**config.mk**
```make
export PLATFORM = sky130hd
export DESIGN_NAME = amp_clock_ctrl
export DESIGN_NICKNAME = d
export VERILOG_FILES = /design/src/amp_clock_pkg.sv /design/src/amp_clock_ctrl.sv
export VERILOG_INCLUDE_DIRS = /design/src /design/src/src
export SDC_FILE = /design/constraint.sdc
export NUM_CORES = 1
export LEC_CHECK = 0
export BUFFER_PORTS_ARGS = -buffer_cell sky130_fd_sc_hd__buf_2
export CAP_MARGIN = 10
export CORE_MARGIN = 2
export CORE_UTILIZATION = 40
export DETAILED_ROUTE_END_ITERATION = 7
export HOLD_SLACK_MARGIN = 0.02
export PLACE_DENSITY = 0.67
export SLEW_MARGIN = 20
export SYNTH_ARGS = -nofsm -noshare
export SYNTH_HDL_FRONTEND = slang
export SYNTH_SLANG_ARGS = --single-unit
```
**constraint.sdc**
```tcl
create_clock -name core_clk -period 3.4 [get_ports core_clk]
set_input_delay 0.17 -clock core_clk [delete_from_list [all_inputs] [get_ports core_clk]]
set_output_delay 0.17 -clock core_clk [all_outputs]
set_load 0.05 [all_outputs]
```
**src/amp_clock_regs.svh**
```systemverilog
// register offsets, field positions, reset values and timing counts of the amplifier control block
// assumes it is included by bare name from a file that uses the macros
`ifndef AMP_CLOCK_REGS_SVH
`define AMP_CLOCK_REGS_SVH

// register offsets on the 3-bit register port
`define OFF_CONTROL_REG_ZERO 3'h0
`define OFF_CONTROL_REG_ONE 3'h1
`define OFF_CONTROL_REG_TWO 3'h2
`define OFF_CONTROL_REG_FIVE 3'h5
`define OFF_COMP_CAP_REG 3'h6
`define OFF_STATUS_REG 3'h7

// field positions
`define POS_DIVIDE_RATIO 0
`define POS_CLOCK_MODE 0
`define POS_CURRENT_LIMIT_THRESHOLD_BIT 2
`define POS_STANDBY 0
`define POS_SOFT_RESET 0
`define POS_SPREAD_EN 1
`define POS_SPREAD_DEPTH 2
`define POS_COMP_CAP 0

// reset values
`define RST_DIVIDE_RATIO 4'h0
`define RST_CLOCK_MODE 2'h0
`define RST_CURRENT_LIMIT_THRESHOLD_BIT 1'h0
`define RST_STANDBY 1'h0
`define RST_SPREAD_EN 1'h0
`define RST_SPREAD_DEPTH 3'h0
`define RST_COMP_CAP 3'h4

// clock mode code that selects the external sync source
`define CLOCK_MODE_SLAVE 2'h1

// oscillator and core rates in kHz; the oscillator tick is a fractional enable
`define OSC_RATE_KHZ 15'h4650
`define CORE_RATE_KHZ 15'h4E20

// oscillator ticks per switching period for the ten master frequencies (750 kHz down to 300 kHz)
`define DIV_COUNT_0 8'h18
`define DIV_COUNT_1 8'h1A
`define DIV_COUNT_2 8'h1C
`define DIV_COUNT_3 8'h1E
`define DIV_COUNT_4 8'h22
`define DIV_COUNT_5 8'h26
`define DIV_COUNT_6 8'h2A
`define DIV_COUNT_7 8'h2E
`define DIV_COUNT_8 8'h34
`define DIV_COUNT_9 8'h3C
`define DIV_CODE_LAST 4'h9

`endif

```
**src/amp_clock_pkg.sv**
```systemverilog
// types shared by the amplifier mode and switching clock block
// assumes nothing beyond a SystemVerilog compiler
package amp_clock_pkg;

	// operating mode, one-hot
	typedef enum logic [2:0] {
		MODE_OFF = 3'b001,
		MODE_STANDBY = 3'b010,
		MODE_NORMAL = 3'b100
	} op_mode_e;

	// host configuration held in the register file
	typedef struct packed {
		logic [3:0] divide_ratio_field;
		logic [1:0] clock_mode_field;
		logic current_limit_threshold_bit;
		logic standby_bit;
		logic spread_enable_bit;
		logic [2:0] spread_depth;
		logic [2:0] comp_cap;
	} cfg_s;

	// diagonal pair drive of one full bridge
	typedef struct packed {
		logic pair_a_on;
		logic pair_b_on;
	} bridge_s;

endpackage

```
**src/amp_clock_ctrl.sv**
```systemverilog
// amplifier mode control, soft reset and switching clock generation
// assumes a 20 MHz core clock, a plain register port from the serial bus slave and asynchronous pins
//
// Strobed register access and the register addresses were decided locally.
`timescale 1ns/100ps
`default_nettype none
`include "amp_clock_regs.svh"

module amp_clock_ctrl (
	input wire logic core_clk,
	input wire logic arst_n,
	input wire logic enable_pin,
	input wire logic mute_or_clip_pin,
	input wire logic sync_pin,
	input wire logic mod_comparator,
	input wire logic [2:0] power_stage_supply_code,
	input wire logic [2:0] reg_addr,
	input wire logic [7:0] reg_wr_data,
	input wire logic reg_wr,
	input wire logic reg_rd,
	output logic [7:0] reg_rd_data,
	output logic switch_clk,
	output logic [7:0] ramp_value,
	output amp_clock_pkg::bridge_s bridge_drive,
	output logic [2:0] integ_res_sel,
	output logic [2:0] comp_cap_sel,
	output logic current_limit_threshold_bit,
	output logic fault_mon_en,
	output logic serial_if_en,
	output logic addr_lsb
);

	// reset release and pin synchronisers
	logic [1:0] rst_sync;
	logic rst_n;
	logic [7:0] pin_meta;
	logic [7:0] pin_sync;
	always_ff @(posedge core_clk or negedge arst_n) begin
		if (!arst_n) begin
			rst_sync <= 2'h0;
		end else begin
			rst_sync <= {rst_sync[0], 1'b1};
		end
	end
	assign rst_n = rst_sync[1];

	always_ff @(posedge core_clk or negedge rst_n) begin
		if (!rst_n) begin
			pin_meta <= 8'h00;
			pin_sync <= 8'h00;
		end else begin
			pin_meta <= {power_stage_supply_code, mod_comparator, sync_pin, mute_or_clip_pin, enable_pin};
			pin_sync <= pin_meta;
		end
	end

	wire en_s = pin_sync[0];
	wire mute_s = pin_sync[1];
	wire sync_s = pin_sync[2];
	wire comp_s = pin_sync[3];
	wire [2:0] supply_s = pin_sync[6:4];

	// previous samples for edge detection
	logic en_d;
	logic sync_d;
	always_ff @(posedge core_clk or negedge rst_n) begin
		if (!rst_n) begin
			en_d <= 1'b0;
			sync_d <= 1'b0;
		end else begin
			en_d <= en_s;
			sync_d <= sync_s;
		end
	end
	wire en_rise = en_s & ~en_d;
	wire sync_rise = sync_s & ~sync_d;

	// register file
	amp_clock_pkg::cfg_s cfg;
	logic soft_rst;
	wire bus_wr = reg_wr & en_s & ~soft_rst;
	wire wr_zero = bus_wr & (reg_addr == `OFF_CONTROL_REG_ZERO);
	wire wr_one = bus_wr & (reg_addr == `OFF_CONTROL_REG_ONE);
	wire wr_two = bus_wr & (reg_addr == `OFF_CONTROL_REG_TWO);
	wire wr_five = bus_wr & (reg_addr == `OFF_CONTROL_REG_FIVE);
	wire wr_comp = bus_wr & (reg_addr == `OFF_COMP_CAP_REG);
	wire clear_regs = soft_rst | ~en_s;

	// soft reset request: set by a write of one, cleared the cycle after
	always_ff @(posedge core_clk or negedge rst_n) begin
		if (!rst_n) begin
			soft_rst <= 1'b0;
		end else begin
			soft_rst <= wr_five & reg_wr_data[`POS_SOFT_RESET];
		end
	end

	// configuration storage; enable low or soft reset returns reset values
	always_ff @(posedge core_clk or negedge rst_n) begin
		if (!rst_n) begin
			cfg <= '{`RST_DIVIDE_RATIO, `RST_CLOCK_MODE, `RST_CURRENT_LIMIT_THRESHOLD_BIT, `RST_STANDBY,
				`RST_SPREAD_EN, `RST_SPREAD_DEPTH, `RST_COMP_CAP};
		end else if (clear_regs) begin
			cfg <= '{`RST_DIVIDE_RATIO, `RST_CLOCK_MODE, `RST_CURRENT_LIMIT_THRESHOLD_BIT, `RST_STANDBY,
				`RST_SPREAD_EN, `RST_SPREAD_DEPTH, `RST_COMP_CAP};
		end else begin
			// writes stay live in standby
			if (wr_zero) cfg.divide_ratio_field <= reg_wr_data[`POS_DIVIDE_RATIO +: 4];
			if (wr_one) cfg.clock_mode_field <= reg_wr_data[`POS_CLOCK_MODE +: 2];
			if (wr_one) cfg.current_limit_threshold_bit <= reg_wr_data[`POS_CURRENT_LIMIT_THRESHOLD_BIT];
			if (wr_two) cfg.standby_bit <= reg_wr_data[`POS_STANDBY];
			if (wr_five) cfg.spread_enable_bit <= reg_wr_data[`POS_SPREAD_EN];
			if (wr_five) cfg.spread_depth <= reg_wr_data[`POS_SPREAD_DEPTH +: 3];
			if (wr_comp) cfg.comp_cap <= reg_wr_data[`POS_COMP_CAP +: 3];
		end
	end

	// operating mode
	amp_clock_pkg::op_mode_e mode;
	amp_clock_pkg::op_mode_e next_mode;
	always_comb begin
		case (mode)
			amp_clock_pkg::MODE_OFF: next_mode = en_s ? amp_clock_pkg::MODE_STANDBY : amp_clock_pkg::MODE_OFF;
			amp_clock_pkg::MODE_STANDBY, amp_clock_pkg::MODE_NORMAL: begin
				if (!en_s) begin
					next_mode = amp_clock_pkg::MODE_OFF;
				end else if (cfg.standby_bit) begin
					next_mode = amp_clock_pkg::MODE_STANDBY;
				end else begin
					next_mode = amp_clock_pkg::MODE_NORMAL;
				end
			end
			default: next_mode = amp_clock_pkg::MODE_OFF;
		endcase
	end
	always_ff @(posedge core_clk or negedge rst_n) begin
		if (!rst_n) begin
			mode <= amp_clock_pkg::MODE_OFF;
		end else begin
			mode <= next_mode;
		end
	end
	wire active = (mode == amp_clock_pkg::MODE_NORMAL) & en_s & ~cfg.standby_bit;
	wire slave_mode = (cfg.clock_mode_field == `CLOCK_MODE_SLAVE);

	// fractional 18 MHz oscillator tick from the 20 MHz core clock
	// one spare bit: the sum reaches almost twice the core rate and must not wrap
	logic [15:0] osc_acc;
	wire [15:0] osc_sum = osc_acc + {1'b0, `OSC_RATE_KHZ};
	wire osc_tick = (osc_sum >= {1'b0, `CORE_RATE_KHZ});
	always_ff @(posedge core_clk or negedge rst_n) begin
		if (!rst_n) begin
			osc_acc <= 16'h0000;
		end else begin
			osc_acc <= osc_tick ? osc_sum - {1'b0, `CORE_RATE_KHZ} : osc_sum;
		end
	end

	// divide ratio lookup; codes past the tenth take the slowest rate
	logic [7:0] base_period;
	always_comb begin
		case ((cfg.divide_ratio_field > `DIV_CODE_LAST) ? `DIV_CODE_LAST : cfg.divide_ratio_field)
			4'h0: base_period = `DIV_COUNT_0;
			4'h1: base_period = `DIV_COUNT_1;
			4'h2: base_period = `DIV_COUNT_2;
			4'h3: base_period = `DIV_COUNT_3;
			4'h4: base_period = `DIV_COUNT_4;
			4'h5: base_period = `DIV_COUNT_5;
			4'h6: base_period = `DIV_COUNT_6;
			4'h7: base_period = `DIV_COUNT_7;
			4'h8: base_period = `DIV_COUNT_8;
			default: base_period = `DIV_COUNT_9;
		endcase
	end

	// spread depth: at most about 7 percent of the period at depth seven
	wire spread_on = cfg.spread_enable_bit & ~slave_mode;
	wire [15:0] spread_prod = base_period * cfg.spread_depth * 8'h05;
	wire [7:0] spread_max = spread_on ? spread_prod[15:8] >> 1 : 8'h00;
	logic [7:0] dither;
	logic dither_down;
	wire [7:0] period = base_period + dither; // dither adds whole ticks, keeping the sweep within 7 percent
	wire [7:0] half = {1'b0, period[7:1]};

	// master divider counter with the linear dither sweep
	// a new divide ratio restarts the count so it never sits past a shorter period
	logic [7:0] div_cnt;
	wire period_end = (div_cnt >= period - 8'h01);
	always_ff @(posedge core_clk or negedge rst_n) begin
		if (!rst_n) begin
			div_cnt <= 8'h00;
			dither <= 8'h00;
			dither_down <= 1'b0;
		end else if (!active || slave_mode || wr_zero || !spread_on && dither != 8'h00) begin
			div_cnt <= 8'h00;
			dither <= 8'h00;
			dither_down <= 1'b0;
		end else if (osc_tick) begin
			div_cnt <= period_end ? 8'h00 : div_cnt + 8'h01;
			if (period_end) begin
				// one step of the sweep per switching cycle
				if (dither_down) begin
					dither <= (dither == 8'h00) ? dither : dither - 8'h01;
					dither_down <= (dither > 8'h01);
				end else begin
					dither <= (dither >= spread_max) ? spread_max : dither + 8'h01;
					dither_down <= (dither + 8'h01 >= spread_max);
				end
			end
		end
	end

	// slave counter: measures the ramp between sync-derived toggles
	logic [7:0] slave_cnt;
	logic slave_phase;
	always_ff @(posedge core_clk or negedge rst_n) begin
		if (!rst_n) begin
			slave_cnt <= 8'h00;
			slave_phase <= 1'b0;
		end else if (!active || !slave_mode) begin
			slave_cnt <= 8'h00;
			slave_phase <= 1'b0;
		end else if (sync_rise) begin
			slave_cnt <= 8'h00;
			slave_phase <= ~slave_phase;
		end else if (slave_cnt != 8'hFF) begin
			slave_cnt <= slave_cnt + 8'h01;
		end
	end

	// switching clock, triangle ramp and double-edge bridge drive
	wire master_phase = (div_cnt >= half);
	wire next_sw = active & (slave_mode ? slave_phase : master_phase);
	wire [7:0] master_ramp = master_phase ? period - div_cnt : div_cnt;
	wire [7:0] slave_ramp = slave_phase ? ~slave_cnt : slave_cnt;
	always_ff @(posedge core_clk or negedge rst_n) begin
		if (!rst_n) begin
			switch_clk <= 1'b0;
			ramp_value <= 8'h00;
			bridge_drive <= 2'b00;
		end else begin
			switch_clk <= next_sw;
			ramp_value <= !active ? 8'h00 : slave_mode ? slave_ramp : master_ramp;
			bridge_drive.pair_a_on <= active & comp_s;
			bridge_drive.pair_b_on <= active & ~comp_s;
		end
	end

	// analog settings, enables and the latched address bit
	always_ff @(posedge core_clk or negedge rst_n) begin
		if (!rst_n) begin
			integ_res_sel <= 3'h0;
			comp_cap_sel <= `RST_COMP_CAP;
			current_limit_threshold_bit <= `RST_CURRENT_LIMIT_THRESHOLD_BIT;
			fault_mon_en <= 1'b0;
			serial_if_en <= 1'b0;
			addr_lsb <= 1'b0;
		end else begin
			integ_res_sel <= en_s ? supply_s : 3'h0;
			comp_cap_sel <= cfg.comp_cap;
			current_limit_threshold_bit <= cfg.current_limit_threshold_bit;
			fault_mon_en <= en_s;
			serial_if_en <= en_s;
			if (en_rise) addr_lsb <= mute_s;
		end
	end

	// register read port, data one cycle after the strobe
	wire [7:0] status_word = {addr_lsb, supply_s, switch_clk, mode};
	logic [7:0] rd_mux;
	always_comb begin
		case (reg_addr)
			`OFF_CONTROL_REG_ZERO: rd_mux = {4'h0, cfg.divide_ratio_field};
			`OFF_CONTROL_REG_ONE: rd_mux = {5'h00, cfg.current_limit_threshold_bit, cfg.clock_mode_field};
			`OFF_CONTROL_REG_TWO: rd_mux = {7'h00, cfg.standby_bit};
			`OFF_CONTROL_REG_FIVE: rd_mux = {3'h0, cfg.spread_depth, cfg.spread_enable_bit, soft_rst};
			`OFF_COMP_CAP_REG: rd_mux = {5'h00, cfg.comp_cap};
			`OFF_STATUS_REG: rd_mux = status_word;
			default: rd_mux = 8'h00;
		endcase
	end
	always_ff @(posedge core_clk or negedge rst_n) begin
		if (!rst_n) begin
			reg_rd_data <= 8'h00;
		end else begin
			reg_rd_data <= (reg_rd & en_s) ? rd_mux : 8'h00;
		end
	end
endmodule

`default_nettype wire

```
==> metrics list <==
- The flow ran to the end, but the final reports show violations.
- Failing checks: setup timing
- Total instance count after detailed placement: 1023
- Via-per-instance ratio: 5.210
- The routed layout has 5549 vias.
- Peak VDD IR: 0.3156 mV
- The clock passes through at most 2 buffers.
* Number of global-route vias before repair: 5437
- Number of nets produced by synthesis: 795
- Register-to-Register Path Depth: 22
- Cells after Synth: 708
* Reg2Reg Capture Point: dither[6]
* Required time of the critical path: 3660 ps
- R2R setup slack: -1750 ps
* Vertical die dimension: 133.9 um
- Fraction of power consumed by sequential logic: 47.6%
- In the global route stage, overall resource usage came out at 18.28%.
* First-pass detailed-route iteration total: 5
* Distinct cells, synth: 74
- Iteration-0 DRC count of the detailed router: 237
- In this run the horizontal extent of the chip is 133.9 um.
* Core footprint: 16520 um2
* CTS sink cnt: 102
- Sequential fraction of the synthesis area: 37.85%
* Setup ws final: -1748 ps
- The count of buffers added on input and output ports is 47.
* DRC: 0
- Across the run, the number of max-cap violations was 0.
- The worst setup path is launched from a flop.
* Number of enable flip-flop cells after synthesis: 0
- Leakage power: 0.004165 uW
- Net total in the final layout: 927
- Among all flip-flop cells after synthesis, the most frequent one is dfrtp_1.
- Setup repair after global routing missed its margin: true
- The die covers 17940 um2.
* Max Clk Rate: 194.2 MHz
- WL per Instance: 14.80 um
- Arrival time reported for the critical path endpoint: 5410 ps
- Clock-pin slew was measured on the worst setup and hold paths at 80 ps.
- Number of hold violations in the final report: 0
* Largest net degree at the start of global routing: 56
- The finished layout holds 1065 standard cells, fillers aside.
* Switching power of the nets: 666.6 uW
- Of the total power, combinational logic draws 8.2%.
* Starting density of the core: 40.86%
* CTS tree: built
- Dividing total power by cell area gives a power density of 309.8 nW/um2.
- Of the cells placed in the final design, the portion with a size suffix greater than 1 is 28.17%.
- The clock reaches the later pin of the worst-skew pair after 360 ps.
- Cell-internal power: 2001 uW
- TritonCTS buffer count: 9
* Grt total ovfl: 0
- N_diodes: 0
- Overall power consumption after layout is estimated at 2668 uW.
- Setup clock skew after layout: 8.447 ps
- For the pin with the worst max-slew slack, the measured transition is 742.4 ps.
- In this run the critical register-to-register path is launched from cfg[13].
- Number of flip-flops and latches in the synthesized netlist: 102
* Warning count from the yosys run: 0
* Number of antenna violations at the first check in global routing: 0
- The worst path uses 151.4% of the clock period.
- Post-layout min period: 5148 ps
* Highest fanout seen on the critical path: 6
- Sw Share: 24.99%
* Avg Inst Size Synth: 9.538 um2
- The worst pin sits at a relative slew slack of 50.12%.
- Hold wc startpoint: reg_wr_data[3]
* First-pass GRT wire length: 26610 um
* Number of max-slew violations in the final report: 0
- Area growth syn-to-layout: 27.52%
- The worst hold path was traced through 3 stages.
* End of the worst hold path: cfg[4]
- The congestion estimate from routability-driven global placement came to 0.8063.
- I/O pin count: 51
* Total length of routed wires: 15760 um
* Hpwl dp: 11400 um
- Site Rows: 47
* Cell Area, Synth: 6753 um2
* Crit. End Element: flop
- Setup violations remaining at the end of the flow were counted as 26.
* Share of async-settable or async-resettable flops after synthesis: 100.0%
* Clock network fraction of design power: 44.1%
- The worst setup path is of the flop to flop kind.
- In this run the worst hold path is classified as input port to flop.
- The H-tree was split into 3 levels.
* CTS root buf: clkbuf_16
- Antenna Nets Post-Route: 0
## per-stage QoR
stage	TNS, ps	instance area (um2)	util [%]	hold WS (ps)	setup slack (ps)
final	-20060	8611	52.11	42.12	-1748
after CTS	-19920	8509	51.50	40.77	-1706
after detailed placement	-22520	7781	47.09	-40.91	-1759
after global routing	-25270	8611	52.11	71.32	-1989
after floorplan	-16050	6835	-	-125.6	-1590
after global placement	-21800	7781	47.09	-44.43	-1641
## layout make-up
cell class | instances | area (um2)
clock buffers | 9 | 225.2
inverters | 33 | 123.9
clock inverters | 7 | 111.4
well taps | 220 | 275.3
multi-input cells | 543 | 4244
repair buffers | 151 | 1070
flip-flops and latches | 102 | 2561
fillers | 1460 | 7914
## state kept, by name, summed over array words and instances, names as in the netlist
signal,cells
pin_meta,7
comp_cap_sel,3
switch_clk,1
osc_acc,12
integ_res_sel,3
ramp_value,8
cfg,15
mode,3
dither,8
dither_down,1
soft_rst,1
pin_sync,7
current_limit_threshold_bit,1
bridge_drive,2
sync_d,1
addr_lsb,1
slave_cnt,8
reg_rd_data,8
slave_phase,1
serial_if_en,1
div_cnt,8
rst_sync,2
## critical path: stages (launching register included)
cell	delay, ps
dfrtp_2	460
buf_4	150
or2_2	300
buf_4	150
and2_1	150
ha_1	310
ha_1	390
xnor2_2	270
ha_4	250
ha_4	230
a21o_1	170
a31oi_1	180
o21ai_2	110
a21oi_2	200
xnor2_2	90
or2_4	250
ha_4	210
a21o_1	170
a21oi_2	160
nor2_1	70
or2_1	250
nand4b_4	270
o31ai_2	260
## cell usage in the layout, fill, tap and decap left out, types with 4 or more instances in the layout
cell type,netlist,layout
a21o_1,18,18
xor2_1,25,25
a21oi_2,1,11
buf_2,6,47
o21a_1,4,4
o21ai_1,1,9
nor3_1,13,13
xnor2_2,0,6
nor2b_1,25,25
buf_4,3,89
xnor2_1,30,24
nand2b_1,13,11
buf_6,3,5
o21bai_1,4,4
nor2_1,39,38
o31ai_2,2,6
nand3b_1,5,5
fa_1,6,4
ha_1,59,50
nand4_1,8,8
o21ai_0,45,36
mux2i_1,22,19
and2_1,13,13
nand2_1,60,58
dfrtp_1,99,97
nand3_1,22,22
and3_1,11,9
dlygate4sd3_1,0,9
ha_4,0,7
a31oi_1,10,10
inv_1,33,30
a21oi_1,36,25
a211o_1,4,4
clkbuf_16,0,9
## synth_stat cells (all sizes together) (12+ instances only)
library cell	n	area share (%)
xor2	25	3.2
nand3	22	1.6
nand2b	14	1.4
inv	33	1.8
nor2b	25	2.3
o21ai	47	3.5
nand2	61	3.4
clkbuf	17	0.94
a21oi	37	2.8
a21o	18	2.0
a31oi	12	1.4
xnor2	30	3.9
ha	59	11
nor3	13	0.96
mux2i	22	3.3
buf	13	1.3
dfrtp	99	37
nor2	42	2.5
and2	13	1.2
## layer usage
metal / vias up / GRT usage [%] / routed length [um]
met1: 2665 / 23.97 / 7135
met4: 0 / 6.797 / 343
met5: - / 0 / 0
met2: 105 / 30.43 / 7637
li1: 2753 / - / -
met3: 26 / 3.023 / 648
## worst max-delay path by stage
stage               startpoint         to  depth (start not counted)
floorplan              cfg[14]  dither[5]                         24
global placement       cfg[13]  dither[3]                         25
detailed placement     cfg[13]  dither[6]                         25
CTS                    cfg[12]  dither[7]                         26
global route           cfg[13]  dither[6]                         22
finish                 cfg[13]  dither[6]                         22
## power by group through the flow
stage          Clock [uW]  Combinational [uW]  Sequential [uW]
6_report             1180                 220             1270
5_1_grt              1250                 244             1280
4_1_cts              1200                 219             1270
3_5_place_dp            0                 201             1300
3_3_place_gp            0                 199             1290
2_1_floorplan           0                 102             1320
## what timing repair did
item	4_1_cts	5_1_grt
endpoints found under the hold margin	10	0
setup endpoints to repair	26	26
resized for setup	40	15
setup buffers	15	3
pin swaps	57	16
hold buffers	9	0
gates cloned	0	0
## cell families after synthesis
kind of cell | synth area share [%]
DFF | 37.85
xor gates and xnor gates | 7.134
other | 0.05553
muxes | 3.761
AOI/OAI and AO/OA | 15.32
buffers and inverters | 4.113
adders and majority gates | 12.71
and+or+nand+nor | 19.05
(Power assumes the default switching activity.)
